--- src/rtl/umb_defines.svh ---
// Purpose: Offsets, field positions, reset values for the USB mailbox/FIFO irq block
// Assumes: Printed offsets are register indices; byte address is four times the index
// Notes: Definitions only
`ifndef UMB_DEFINES_SVH
`define UMB_DEFINES_SVH

// ==========================================================
// Register indices
`define UMB_IDX_FIFO_EN_B 16'h4006
`define UMB_IDX_FIFO_ST_B 16'h4008
`define UMB_IDX_RX_INDEX 16'h4010
`define UMB_IDX_RX_DATA 16'h4012
`define UMB_IDX_TX_INDEX 16'h4018
`define UMB_IDX_TX_DATA 16'h401a
`define UMB_IDX_MBX_ST 16'h4030
`define UMB_IDX_MBX_EN 16'h4032

// ==========================================================
// Bus geometry
`define UMB_ADDR_W 20
`define UMB_BYTE_ADDR(i) ({2'b00, (i), 2'b00})

// ==========================================================
// Fields
`define UMB_BANK_W 2
`define UMB_BIT_RX_ALMOST_FULL 0
`define UMB_BIT_TX_ALMOST_EMPTY 1
`define UMB_BIT_RX_MBOX_WRITTEN 0
`define UMB_BIT_TX_MBOX_READ 1
`define UMB_IDX_W 3
`define UMB_MBOX_DEPTH 8
`define UMB_BYTE_W 8

// ==========================================================
// Reset values
`define UMB_RST_BANK 2'h0
`define UMB_RST_INDEX 3'h0
`define UMB_RST_DATA16 16'h0000
`define UMB_RST_BYTE 8'h00

`endif

--- src/rtl/umb_pkg.sv ---
// Purpose: Types shared by the USB mailbox/FIFO irq block
// Assumes: umb_defines.svh holds the bank, index and byte widths
// Notes: Types only
`include "umb_defines.svh"

package umb_pkg;

  // ==========================================================
  // Register selection
  typedef enum logic [3:0] {
    UMB_SEL_NONE,
    UMB_SEL_FIFO_EN_B,
    UMB_SEL_FIFO_ST_B,
    UMB_SEL_RX_INDEX,
    UMB_SEL_RX_DATA,
    UMB_SEL_TX_INDEX,
    UMB_SEL_TX_DATA,
    UMB_SEL_MBX_ST,
    UMB_SEL_MBX_EN
  } umb_sel_t;

  // ==========================================================
  // State of one status/enable bank
  typedef struct packed {
    logic [`UMB_BANK_W-1:0] status;
    logic [`UMB_BANK_W-1:0] enable;
  } umb_bank_t;

  // ==========================================================
  // State of the register core
  typedef struct packed {
    logic [`UMB_IDX_W-1:0] rx_idx;
    logic [`UMB_IDX_W-1:0] tx_idx;
    logic [15:0] prdata;
    logic pslverr;
    logic [`UMB_BYTE_W-1:0] usb_data;
  } umb_core_t;

endpackage

--- src/rtl/umb_irq_bank.sv ---
// Purpose: Sticky status bits with enable mask and one level irq
// Assumes: Events are one-cycle pulses on the same clock
// Notes: Set wins over a write-one clear in the same cycle
`timescale 1ns/1ns
`include "umb_defines.svh"

module umb_irq_bank
(
  input wire logic CORE_CLK, // System clock
  input wire logic NRST, // Async reset, active low
  input wire logic [`UMB_BANK_W-1:0] set, // Event pulses
  input wire logic st_wr, // Status write strobe
  input wire logic en_wr, // Enable write strobe
  input wire logic [`UMB_BANK_W-1:0] wdata, // Write data
  output logic [`UMB_BANK_W-1:0] status, // Sticky flags
  output logic [`UMB_BANK_W-1:0] enable, // Enable bits
  output logic irq // Any enabled flag set
);
  import umb_pkg::*;

  umb_bank_t st;
  umb_bank_t next_st;

  always_comb
  begin
    next_st = st;
    if (en_wr)
    begin
      next_st.enable = wdata;
    end
    // Clear by one, then set so an event in the clear cycle survives
    next_st.status = (st.status & ~(st_wr ? wdata : `UMB_RST_BANK)) | set;
  end

  always_ff @(posedge CORE_CLK or negedge NRST)
  begin
    if (!NRST)
    begin
      st <= '{status: `UMB_RST_BANK, enable: `UMB_RST_BANK};
    end
    else
    begin
      st <= next_st;
    end
  end

  assign status = st.status;
  assign enable = st.enable;
  assign irq = |(st.status & st.enable);

endmodule

--- src/rtl/umb_mbox8.sv ---
// Purpose: Small byte mailbox, one write port, two read ports
// Assumes: Write and read addresses come from logic on the same clock
// Notes: Reads are combinational from flops
`timescale 1ns/1ns
`include "umb_defines.svh"

module umb_mbox8 #(
  parameter int DW = `UMB_BYTE_W,
  parameter int DEPTH = `UMB_MBOX_DEPTH,
  parameter int AW = `UMB_IDX_W
)
(
  input wire logic CORE_CLK, // System clock
  input wire logic NRST, // Async reset, active low
  input wire logic we, // Write strobe
  input wire logic [AW-1:0] waddr, // Write entry
  input wire logic [DW-1:0] wdata, // Write byte
  input wire logic [AW-1:0] raddr_a, // Read entry A
  output logic [DW-1:0] rdata_a, // Read byte A
  input wire logic [AW-1:0] raddr_b, // Read entry B
  output logic [DW-1:0] rdata_b // Read byte B
);

  typedef struct packed {
    logic [DEPTH-1:0][DW-1:0] mem;
  } umb_mbox_t;

  umb_mbox_t st;
  umb_mbox_t next_st;

  always_comb
  begin
    next_st = st;
    if (we)
    begin
      next_st.mem[waddr] = wdata;
    end
  end

  always_ff @(posedge CORE_CLK or negedge NRST)
  begin
    if (!NRST)
    begin
      st <= '0;
    end
    else
    begin
      st <= next_st;
    end
  end

  assign rdata_a = st.mem[raddr_a];
  assign rdata_b = st.mem[raddr_b];

endmodule

--- src/rtl/umb_core.sv ---
// Purpose: APB register core for USB mailboxes and FIFO level interrupts
// Assumes: FIFO counters and USB endpoint engine run on CORE_CLK
// Notes: Zero-wait APB; printed offsets are indices, byte address = 4 x index
//
// Behaviour
// - The transmit almost-empty flag sets when a byte leaves the FIFO while its count equals the threshold.
// - Writing one to a status flag clears it; writing zero leaves it alone.
// - The endpoint 1 index picks which receive mailbox byte a data port read returns.
// - Each read of the endpoint 1 data port advances its index by one, wrapping from 7 to 0.
// - The endpoint 1 data port is read-only and returns the byte at the current index.
// - Eight receive mailbox bytes are loaded by USB bulk OUT writes to endpoint 1.
// - A USB host write into the receive mailbox can raise an enabled irq to the CPU.
// - The read/write endpoint 2 index picks which transmit mailbox byte a CPU data port access uses.
// - Each read, or each write with the low byte lane strobed, of the endpoint 2 data port advances its index by one, wrapping from 7 to 0.
// - A summary output is high whenever any flag of the FIFO status register is set.
//
// The APB slave port was chosen for this implementation.
`timescale 1ns/1ns
`include "umb_defines.svh"

module umb_core
(
  input wire logic CORE_CLK, // 20 MHz system clock
  input wire logic NRST, // Async reset, active low
  // APB slave
  input wire logic PSEL, // Slave select
  input wire logic PENABLE, // Access phase
  input wire logic PWRITE, // Write when high
  input wire logic [`UMB_ADDR_W-1:0] PADDR, // Byte address
  input wire logic [31:0] PWDATA, // Write data
  input wire logic [3:0] PSTRB, // Byte lane strobes
  output logic [31:0] PRDATA, // Read data
  output logic PREADY, // Transfer done
  output logic PSLVERR, // Unmapped address
  // FIFO side
  input wire logic [`UMB_BYTE_W-1:0] TX_FIFO_COUNT, // Transmit FIFO fill
  input wire logic [`UMB_BYTE_W-1:0] TX_ALMOST_EMPTY_THR, // Almost-empty threshold
  input wire logic TX_FIFO_POP, // Byte sent to USB, pulse
  input wire logic RX_ALMOST_FULL_EVT, // Receive almost-full, pulse
  // USB endpoint engine
  input wire logic RX_MBOX_WR, // Host writes rx mailbox, pulse
  input wire logic [`UMB_IDX_W-1:0] RX_MBOX_ADDR, // Rx mailbox entry
  input wire logic [`UMB_BYTE_W-1:0] RX_MBOX_WDATA, // Rx mailbox byte
  input wire logic TX_MBOX_RD, // Host reads tx mailbox, pulse
  input wire logic [`UMB_IDX_W-1:0] TX_MBOX_ADDR, // Tx mailbox entry
  output logic [`UMB_BYTE_W-1:0] TX_MBOX_RDATA, // Tx byte, next cycle
  // Interrupt
  output logic IRQ, // Level, any enabled flag
  output logic FIFO_IRQ_ACTIVE // Summary of FIFO flags
);
  import umb_pkg::*;

  // ==========================================================
  // Address decode
  function automatic umb_sel_t umb_decode(input logic [`UMB_ADDR_W-1:0] a);
    umb_sel_t s;
    s = UMB_SEL_NONE;
    if (a == `UMB_BYTE_ADDR(`UMB_IDX_FIFO_EN_B))
    begin
      s = UMB_SEL_FIFO_EN_B;
    end
    else if (a == `UMB_BYTE_ADDR(`UMB_IDX_FIFO_ST_B))
    begin
      s = UMB_SEL_FIFO_ST_B;
    end
    else if (a == `UMB_BYTE_ADDR(`UMB_IDX_RX_INDEX))
    begin
      s = UMB_SEL_RX_INDEX;
    end
    else if (a == `UMB_BYTE_ADDR(`UMB_IDX_RX_DATA))
    begin
      s = UMB_SEL_RX_DATA;
    end
    else if (a == `UMB_BYTE_ADDR(`UMB_IDX_TX_INDEX))
    begin
      s = UMB_SEL_TX_INDEX;
    end
    else if (a == `UMB_BYTE_ADDR(`UMB_IDX_TX_DATA))
    begin
      s = UMB_SEL_TX_DATA;
    end
    else if (a == `UMB_BYTE_ADDR(`UMB_IDX_MBX_ST))
    begin
      s = UMB_SEL_MBX_ST;
    end
    else if (a == `UMB_BYTE_ADDR(`UMB_IDX_MBX_EN))
    begin
      s = UMB_SEL_MBX_EN;
    end
    return s;
  endfunction

  // Index step, wrapping 7 back to 0
  function automatic logic [`UMB_IDX_W-1:0] umb_step(input logic [`UMB_IDX_W-1:0] i);
    return i + `UMB_IDX_W'(1);
  endfunction

  // ==========================================================
  // Declarations
  umb_core_t st;
  umb_core_t next_st;
  umb_sel_t sel;
  logic setup;
  logic access;
  logic wr_lo;
  logic rd_done;
  logic [`UMB_BANK_W-1:0] fifo_set;
  logic [`UMB_BANK_W-1:0] fifo_status;
  logic [`UMB_BANK_W-1:0] fifo_enable;
  logic fifo_irq;
  logic [`UMB_BANK_W-1:0] mbx_set;
  logic [`UMB_BANK_W-1:0] mbx_status;
  logic [`UMB_BANK_W-1:0] mbx_enable;
  logic mbx_irq;
  logic [`UMB_BYTE_W-1:0] rx_byte;
  logic [`UMB_BYTE_W-1:0] tx_cpu_byte;
  logic [`UMB_BYTE_W-1:0] tx_usb_byte;
  logic tx_mbox_we;
  logic tx_almost_empty_evt;

  // ==========================================================
  // Bus phases
  assign sel = umb_decode(PADDR);
  assign setup = PSEL & ~PENABLE;
  assign access = PSEL & PENABLE;
  // Only the low byte lane holds data; upper lanes are ignored
  assign wr_lo = access & PWRITE & PSTRB[0];
  assign rd_done = access & ~PWRITE;

  // ==========================================================
  // Events
  // Count still equals threshold as the byte leaves, so the fill drops below it
  assign tx_almost_empty_evt = TX_FIFO_POP & (TX_FIFO_COUNT == TX_ALMOST_EMPTY_THR);

  always_comb
  begin
    fifo_set = `UMB_RST_BANK;
    fifo_set[`UMB_BIT_RX_ALMOST_FULL] = RX_ALMOST_FULL_EVT;
    fifo_set[`UMB_BIT_TX_ALMOST_EMPTY] = tx_almost_empty_evt;
    mbx_set = `UMB_RST_BANK;
    mbx_set[`UMB_BIT_RX_MBOX_WRITTEN] = RX_MBOX_WR;
    mbx_set[`UMB_BIT_TX_MBOX_READ] = TX_MBOX_RD;
  end

  // ==========================================================
  // Interrupt banks
  umb_irq_bank u_fifo_bank (
    .CORE_CLK(CORE_CLK),
    .NRST(NRST),
    .set(fifo_set),
    .st_wr(wr_lo && sel == UMB_SEL_FIFO_ST_B),
    .en_wr(wr_lo && sel == UMB_SEL_FIFO_EN_B),
    .wdata(PWDATA[`UMB_BANK_W-1:0]),
    .status(fifo_status),
    .enable(fifo_enable),
    .irq(fifo_irq)
  );

  umb_irq_bank u_mbx_bank (
    .CORE_CLK(CORE_CLK),
    .NRST(NRST),
    .set(mbx_set),
    .st_wr(wr_lo && sel == UMB_SEL_MBX_ST),
    .en_wr(wr_lo && sel == UMB_SEL_MBX_EN),
    .wdata(PWDATA[`UMB_BANK_W-1:0]),
    .status(mbx_status),
    .enable(mbx_enable),
    .irq(mbx_irq)
  );

  // ==========================================================
  // Mailboxes
  // Receive: filled by the host, read by the CPU at its index
  umb_mbox8 u_rx_mbox (
    .CORE_CLK(CORE_CLK),
    .NRST(NRST),
    .we(RX_MBOX_WR),
    .waddr(RX_MBOX_ADDR),
    .wdata(RX_MBOX_WDATA),
    .raddr_a(st.rx_idx),
    .rdata_a(rx_byte),
    .raddr_b(RX_MBOX_ADDR),
    .rdata_b()
  );

  // Transmit: filled by the CPU at its index, read by the host
  assign tx_mbox_we = wr_lo && sel == UMB_SEL_TX_DATA;

  umb_mbox8 u_tx_mbox (
    .CORE_CLK(CORE_CLK),
    .NRST(NRST),
    .we(tx_mbox_we),
    .waddr(st.tx_idx),
    .wdata(PWDATA[`UMB_BYTE_W-1:0]),
    .raddr_a(st.tx_idx),
    .rdata_a(tx_cpu_byte),
    .raddr_b(TX_MBOX_ADDR),
    .rdata_b(tx_usb_byte)
  );

  // ==========================================================
  // Register core
  always_comb
  begin
    next_st = st;
    // Read data is captured in the setup cycle so the access phase never waits
    if (setup)
    begin
      next_st.pslverr = (sel == UMB_SEL_NONE);
      next_st.prdata = `UMB_RST_DATA16;
      if (sel == UMB_SEL_FIFO_EN_B)
      begin
        next_st.prdata[`UMB_BANK_W-1:0] = fifo_enable;
      end
      else if (sel == UMB_SEL_FIFO_ST_B)
      begin
        next_st.prdata[`UMB_BANK_W-1:0] = fifo_status;
      end
      else if (sel == UMB_SEL_RX_INDEX)
      begin
        next_st.prdata[`UMB_IDX_W-1:0] = st.rx_idx;
      end
      else if (sel == UMB_SEL_RX_DATA)
      begin
        next_st.prdata[`UMB_BYTE_W-1:0] = rx_byte;
      end
      else if (sel == UMB_SEL_TX_INDEX)
      begin
        next_st.prdata[`UMB_IDX_W-1:0] = st.tx_idx;
      end
      else if (sel == UMB_SEL_TX_DATA)
      begin
        next_st.prdata[`UMB_BYTE_W-1:0] = tx_cpu_byte;
      end
      else if (sel == UMB_SEL_MBX_ST)
      begin
        next_st.prdata[`UMB_BANK_W-1:0] = mbx_status;
      end
      else if (sel == UMB_SEL_MBX_EN)
      begin
        next_st.prdata[`UMB_BANK_W-1:0] = mbx_enable;
      end
    end
    // Receive index is read-only; writes to it and its data port are dropped
    if (rd_done && sel == UMB_SEL_RX_DATA)
    begin
      next_st.rx_idx = umb_step(st.rx_idx);
    end
    if (wr_lo && sel == UMB_SEL_TX_INDEX)
    begin
      next_st.tx_idx = PWDATA[`UMB_IDX_W-1:0];
    end
    // Write needs the low lane to count as an access of the port
    else if ((rd_done || wr_lo) && sel == UMB_SEL_TX_DATA)
    begin
      next_st.tx_idx = umb_step(st.tx_idx);
    end
    next_st.usb_data = TX_MBOX_RD ? tx_usb_byte : st.usb_data;
  end

  always_ff @(posedge CORE_CLK or negedge NRST)
  begin
    if (!NRST)
    begin
      st <= '{rx_idx: `UMB_RST_INDEX, tx_idx: `UMB_RST_INDEX, prdata: `UMB_RST_DATA16,
              pslverr: 1'b0, usb_data: `UMB_RST_BYTE};
    end
    else
    begin
      st <= next_st;
    end
  end

  // ==========================================================
  // Outputs
  assign PREADY = 1'b1;
  assign PRDATA = {16'h0000, st.prdata};
  assign PSLVERR = access & st.pslverr;
  assign TX_MBOX_RDATA = st.usb_data;
  assign IRQ = fifo_irq | mbx_irq;
  assign FIFO_IRQ_ACTIVE = |fifo_status;

endmodule

--- config.mk ---
export PLATFORM = sky130hd
export DESIGN_NAME = umb_core
export DESIGN_NICKNAME = d
export VERILOG_FILES = /design/src/rtl/umb_pkg.sv /design/src/rtl/umb_irq_bank.sv /design/src/rtl/umb_mbox8.sv /design/src/rtl/umb_core.sv
export VERILOG_INCLUDE_DIRS = /design/src /design/src/rtl
export SDC_FILE = /design/constraint.sdc
export NUM_CORES = 1
export LEC_CHECK = 0
export BUFFER_PORTS_ARGS = -buffer_cell sky130_fd_sc_hd__buf_2
export CAP_MARGIN = 20
export CORE_MARGIN = 4
export CORE_UTILIZATION = 55
export CTS_CLUSTER_SIZE = 28
export DETAILED_ROUTE_END_ITERATION = 12
export PLACE_DENSITY_LB_ADDON = 0.12
export SYNTH_ARGS = -nofsm -noshare
export SYNTH_HDL_FRONTEND = slang
export SYNTH_SLANG_ARGS = --single-unit
--- constraint.sdc ---
create_clock -name CORE_CLK -period 5.87 [get_ports CORE_CLK]
set_input_delay 0.587 -clock CORE_CLK [delete_from_list [all_inputs] [get_ports CORE_CLK]]
set_output_delay 0.587 -clock CORE_CLK [all_outputs]
set_load 0.05 [all_outputs]
==> impl_results.md, run 1 <==
- Run status: complete, no violations
- Cell count of the worst reg-to-reg path: 3
- Terminating pin of the worst hold path: u_fifo_bank.status[0]
- CP cell instances: buf_2 -> or4b_1 -> or3b_4 -> nor3_4 -> nand2_2 -> nor3_2 -> mux2_2
- CP Buf/Inv Count: 1
- Setup CP Type: in -> reg
- Multi-input logic area: 3970 µm²
- Share of cells above drive strength 1: 43.2%
- Drt total wl: 18700 µm
- Wirelength per Cell: 20.7 µm
- Req. time, crit path: 6.18 ns
- Clk buf depth: 2
- Core ar.: 14600 µm²
- HP Start: RX_ALMOST_FULL_EVT
- Ys flop type: dfrtp_1
- Hpwl dp: 12700 µm
- Hold path cells: 2
- Die Y-Extent: 131 µm
- CTS Buf Count: 17
- Maxcap violations: 0
- Final hold vios: 0
- Antenna-violating nets left: 0
- Max Clk Rate: 316 MHz
- Power per cell area: 295 nW/µm²
- Worst-margin pin slew: 0.951 ns
- I/O Pins: 139
- Register area: 3980 µm²
- Starting Density: 56.7%
- Worst-path clk slew: 0.06 ns
- Post-synth EDFFs: 0
- Rows: 44
- Setup TNS Final: 0 ns
- Residual DRC: 0
- Hold slack: 0.343 ns
- Number of port buffers: 86
- CTS H-Tree Depth: 4
- Final WS setup: 2.71 ns
- Rel. slew slack: 36.1%
- CP Capture Type: flip-flop
- Initial antenna violation count: 1
- Final setup fails: 0
- Slowest-stage cell, CP: nor3_2
- Worst-skew pair later-pin latency: 0.43 ns
- Vias: 5334
- Die Area: 17100 µm²
- Die X: 131 µm
- Tot GR Track Use: 23.6%
- Clock root buffer: clkbuf_16
- Setup crit start kind: primary input
- CP max FO: 10
- FF+latch count, synth: 159
- FF-to-FF Start: st[27]
- Total grt overflow: 0
- Post-synth ARST share: 100%
- RSZ-0062 raised after global routing: no
- RR Endpoint: u_tx_mbox.st[51]
- Min-delay worst type: in -> reg
- Avg Cell Area, Syn: 13.0 µm²
- Vias in the first global route: 5614
- VDD IR-drop max: 0.000239 V
- First-pass GRT wire length: 30200 µm
- Final #Nets: 800
- Delay-heaviest family, CP: simple AND/OR/NAND/NOR gates
- FILL cells: 1136
- Synth Warn #: 0
- Pins Over Slew Limit: 0
- Initial DRC count: 298
- DR vias/cell: 5.93
- DRT Pass-1 Iters: 4
- TritonCTS clock tree: built
- Largest net degree at the start of global routing: 113
- CP max stage delay: 0.76 ns
- Clk sinks: 159
- Sequential element share of the synthesized area: 47.9%
- Reg2reg setup slack: 3.48 ns
- Lkg Pwr: 4.24 nW
- Final Cycle Share: 53.9%
- Fin crit period: 3.16 ns
- Area grow syn2layout: 12.8%
- Routability cong.: 0.860
- Synthesized area: 8310 µm²
- PostCTS Resize Cnt: 0
- Setup repair bufs after CTS: 0
- Clk_skew: 0.00575 ns
- Post-placement setup slack: 2.26 ns
- Syn Inst Count: 638
- Worst Path Arrival: 3.47 ns
- Count of cell types in the netlist: 48
==> worst register-to-register path: stages (launching register included) <==
cell,delay (ns)
dfrtp_1,0.86
nand2_1,0.26
nor3_2,0.73
mux2_2,0.42
==> cells by family (layout without fill, tap and decap cells) <==
| logic type | after synthesis | count (layout) | share of synthesized area [%] |
|---|---|---|---|
| AOI/OAI and AO/OA | 70 | 70 | 5.15 |
| xor gates and xnor gates | 12 | 12 | 1.27 |
| adders and majority gates | 2 | 2 | 0.301 |
| buffers and inverters | 78 | 132 | 5.42 |
| DFF | 159 | 159 | 47.9 |
| muxes | 196 | 196 | 32.3 |
| other | 2 | 26 | 0.0904 |
| and+or+nand+nor | 119 | 119 | 7.59 |
==> state kept, by name (all words and copies together) (netlist names) <==
name,flops
u_fifo_bank.enable,2
u_mbx_bank.enable,2
PRDATA,8
u_rx_mbox.st,64
st,7
u_mbx_bank.status,2
u_fifo_bank.status,2
u_tx_mbox.st,64
TX_MBOX_RDATA,8
==> Yosys cell counts, types with 4 or more instances <==
| cell type | instances | area [µm²] |
|---|---|---|
| o21ai_0 | 23 | 115 |
| a21o_1 | 5 | 37.5 |
| nand4_1 | 9 | 56.3 |
| dfrtp_1 | 159 | 3980 |
| nor4_1 | 7 | 43.8 |
| nand4b_1 | 4 | 35.0 |
| mux2_2 | 134 | 1510 |
| a22oi_1 | 7 | 52.6 |
| nor3_1 | 8 | 40.0 |
| xor2_1 | 5 | 43.8 |
| nand2b_1 | 5 | 31.3 |
| xnor2_1 | 7 | 61.3 |
| a21oi_1 | 18 | 90.1 |
| buf_4 | 41 | 308 |
| nor2_1 | 22 | 82.6 |
| nand3_1 | 12 | 60.1 |
| nor2b_1 | 4 | 25.0 |
| mux4_2 | 44 | 991 |
| nand2_1 | 31 | 116 |
| inv_1 | 6 | 22.5 |
| clkbuf_1 | 21 | 78.8 |
| buf_1 | 6 | 22.5 |
| mux2i_1 | 18 | 180 |
==> power breakdown <==
part,leakage [nW],switching (mW),internal [mW],total (mW)
combinational,1.88,0.166,0.151,0.317
sequential,2.05,0.0498,1.20,1.25
clock,0.313,0.438,0.756,1.19
==> how the worst max path moves through the flow <==
stage	start	endpoint	slack [ns]	cells after the start
final	PADDR[19]	u_tx_mbox.st[23]	2.71	7
after floorplan	PADDR[19]	u_tx_mbox.st[48]	2.92	6
after CTS	PADDR[19]	u_tx_mbox.st[23]	2.71	7
after global placement	PADDR[19]	u_tx_mbox.st[23]	2.31	7
after global routing	PADDR[19]	u_tx_mbox.st[49]	2.60	7
after detailed placement	PADDR[19]	u_tx_mbox.st[22]	2.26	7
==> layer usage <==
layer  share of wire, %  GRT usage, %  routed length, µm
met1                 40          29.0               7520
met2                 54          41.3              10000
met3                4.4          4.59                829
met4                1.7          8.95                308
met5                  0             0                  0
==> metrics by stage <==
stage	area (µm²)	cells	power, mW	util [%]
after global routing	9370	900	2.87	64.0
after global placement	8680	865	1.57	59.3
after CTS	9320	896	2.77	63.7
after floorplan	8390	661	1.49	-
final	9370	900	2.76	64.0
after detailed placement	8680	865	1.58	59.3
==> placed cells by master (no fill, tap or decap), drive strengths merged, types with 9 or more instances in the layout <==
cell type / n
a21oi: 18
buf: 92
clkbuf: 23
conb: 25
dfrtp: 159
mux2: 134
mux2i: 18
mux4: 44
nand2: 32
nand3: 12
nand4: 9
nor2: 22
nor3: 11
o21ai: 23
==> layout make-up <==
cell class	count	share of cell area, %
Antenna cell	1	0.0267
Clock buffer	22	5.17
Clock inverter	9	1.66
Inverter	7	0.281
Multi-Input combinational cell	424	42.4
Sequential cell	159	42.5
Tap cell	184	2.46
Timing Repair Buffer	94	5.52
==> repair_timing <==
| action | CTS | global route |
|---|---|---|
| endpoints found under the setup margin | 0 | 0 |
| hold endpoints to repair | 0 | 15 |
| hold buffers | 0 | 1 |
(Power assumes the default switching activity.)
==> run 2: changes to the inputs <==
Settings changed: ABC_AREA set to 1.
Clock period 5.87 ns to 3.2 ns, I/O delays scaled along.
==> run 2 against run 1 <==
  * Global-route usage grew 2.1 points
  * Critical path depth grew 7
  * Clock skew grew 0.0014 ns
  * Power grew 73%
  * Register-to-register slack lost 2.4 ns
  * Combinational power grew 74%
  * Non-clock buffer count grew 6
  * Count of clock-buffer cells in the layout grew 2
  * Synthesized cell count grew 75%
  * Area after synthesis grew 2.2%
  * Critical path type is now reg -> reg
==> impl_results.md, run 2 <==
- Core ar.: 15100 µm²
- Area grow syn2layout: 10.6%
- Die X: 132 µm
- VDD IR-drop max: 0.000410 V
- Sequential element share of the synthesized area: 46.9%
- Vias in the first global route: 6990
- DRT Pass-1 Iters: 5
- Ys flop type: dfrtp_1
- FF+latch count, synth: 159
- Maxcap violations: 0
- Number of port buffers: 86
- Count of cell types in the netlist: 31
- Setup TNS Final: 0 ns
- Post-synth ARST share: 100%
- Max Clk Rate: 468 MHz
- Routability cong.: 0.882
- Die Y-Extent: 132 µm
- Most instantiated cells after synthesis: nand2_1 (283), o21ai_0 (214), dfrtp_1 (159), inv_1 (106), nor2_1 (79)
- Regs by FF count: u_rx_mbox.st: 64 flops, u_tx_mbox.st: 64 flops
- Final setup fails: 0
- Drt total wl: 22400 µm
- Final #Nets: 1265
- Worst Path Arrival: 2.51 ns
- Synth Warn #: 0
- Reg2reg setup slack: 1.06 ns
- Tot Pwr: 4.76 mW
- Syn Inst Count: 1116
- CP Capture Type: flip-flop
- Worst-path clk slew: 0.06 ns
- Run status: complete, no violations
- DR vias/cell: 5.51
- Setup CP Type: reg -> reg
- Final hold vios: 0
- Most frequent cells in the layout: nand2_1 (283), o21ai_0 (214), dfrtp_1 (159)
- Clock root buffer: clkbuf_16
- Initial antenna violation count: 0
- Req. time, crit path: 3.57 ns
- Clk_skew: 0.00712 ns
- Top-area cell type share of the netlist area: 46.9%
- Setup crit start kind: flip-flop
- CTS Buf Count: 17
- Post-synth EDFFs: 0
- Rows: 45
- Avg Cell Area, Syn: 7.60 µm²
- Clk buf depth: 2
- Finished Layout Cells: 1369
- Pins Over Slew Limit: 0
- Worst-skew pair later-pin latency: 0.43 ns
- Starting Density: 56.0%
- I/O Pins: 139
- Clk sinks: 159
- Largest net degree at the start of global routing: 63
- Lkg Pwr: 4.55 nW
- Hpwl dp: 15100 µm
- Vias: 7542
- Most common cell in the netlist: nand2_1
- Worst-margin pin slew: 1.02 ns
- Ranking of synthesized cells by area: dfrtp_1 (47%), o21ai_0 (13%), nand2_1 (13%)
- Final Cycle Share: 66.7%
- Tot GR Track Use: 25.7%
- Antenna-violating nets left: 0
- Share of cells above drive strength 1: 11.1%
- FILL cells: 1409
- CTS H-Tree Depth: 4
- Total grt overflow: 0
- Wirelength per Cell: 16.4 µm
- Initial DRC count: 651
- RSZ-0062 raised after global routing: no
- PostCTS Resize Cnt: 0
- # diodes: 0
- CP max FO: 8
- Fin crit period: 2.14 ns
- Die Area: 17500 µm²
- TritonCTS clock tree: built
- First-pass GRT wire length: 36000 µm
- Synthesized area: 8490 µm²
- Rel. slew slack: 31.8%
- Post-synth top area cell: dfrtp_1
- Residual DRC: 0
- Placed insts: 1336
- Power per cell area: 507 nW/µm²
- Commonest non-fill, non-tap cell in the layout: nand2_1
- Min-delay worst type: in -> reg
## run 2: cell types whose count changed after synthesis, moves of 10 or more
cell	previous run	this run
nand2_1	31	283
o21ai_0	23	214
mux2_2	134	0
inv_1	6	106
nor2_1	22	79
mux4_2	44	0
nand3_1	12	49
a21oi_1	18	49
clkbuf_1	21	37
o211ai_1	3	18
mux2i_1	18	6
o221ai_1	0	10
## run 2: per-stage QoR
| stage | setup slack (ns) | utilization [%] | area, µm² | hold slack, ns |
|---|---|---|---|---|
| floorplan | 1.45 | - | 8570 | 0.0244 |
| global placement | 0.777 | 58.2 | 8810 | 0.339 |
| detailed placement | 0.731 | 58.2 | 8810 | 0.338 |
| CTS | 1.09 | 62.0 | 9390 | 0.0707 |
| global route | 0.892 | 62.0 | 9390 | 0.101 |
| finish | 1.06 | 62.0 | 9390 | 0.0828 |
## run 2: worst paths after layout
| path | start | end | cells after the start |
|---|---|---|---|
| worst max-delay path | st[27] | PRDATA[1] | 14 |
| worst min-delay path | RX_ALMOST_FULL_EVT | u_fifo_bank.status[0] | 2 |
| worst max register to register | st[27] | PRDATA[1] | 14 |
| worst min register to register | PRDATA[6] | PRDATA[6] | 2 |
| max in group asynchronous | NRST | u_tx_mbox.st[37] | 3 |
| min in group asynchronous | NRST | u_mbx_bank.enable[1] | 2 |
## run 2: logic make-up (layout without fill, tap and decap cells)
kind of cell	Yosys count	in the layout	share of synthesized area, %
AOI/OAI and AO/OA	304	304	19.3
xor gates and xnor gates	7	7	0.722
adders and majority gates	2	2	0.295
buffers and inverters	197	239	11.1
DFF	159	159	46.9
muxes	6	6	0.708
other	2	25	0.0885
and+or+nand+nor	439	439	20.9
## run 2: critical path, stage by stage, from the launching register on
cell and delay, ns:
dfrtp_1 0.45, inv_1 0.15, nand2_1 0.29, nor2_1 0.32, buf_4 0.22, nand2_1 0.06, nand2_1 0.06, nor2_1 0.05
a21oi_1 0.11, nand2_1 0.06, nand2_1 0.07, nand2_1 0.05, nand2_1 0.07, nand2_1 0.05, nand2_1 0.05
## run 2: cell type report
| class | instances | area, µm² | area share [%] |
|---|---|---|---|
| clock buffer | 24 | 482 | 5.13 |
| clock inverter | 8 | 81.3 | 0.867 |
| inverter | 107 | 402 | 4.28 |
| multi-input combinational | 783 | 3650 | 38.9 |
| sequential | 159 | 3980 | 42.4 |
| tap | 188 | 235 | 2.51 |
| timing repair buffer | 100 | 557 | 5.93 |
## run 2: report_power, final
part | switching [mW] | internal (mW)
Sequential | 0.0819 | 2.18
Clock | 0.816 | 1.13
Combinational | 0.380 | 0.170
Total | 1.28 | 3.48
## run 2: repair_timing
item | 4_1_cts | 5_1_grt
endpoints found under the hold margin | 60 | 0
hold buffers | 1 | 0
buffers inserted | 0 | 0
## run 2: layer usage
layer  routed length (µm)  GRT usage (%)
met4                  482           8.08
met5                    0              0
met3                 1130           4.39
met2                10900           42.6
met1                 9870           34.7
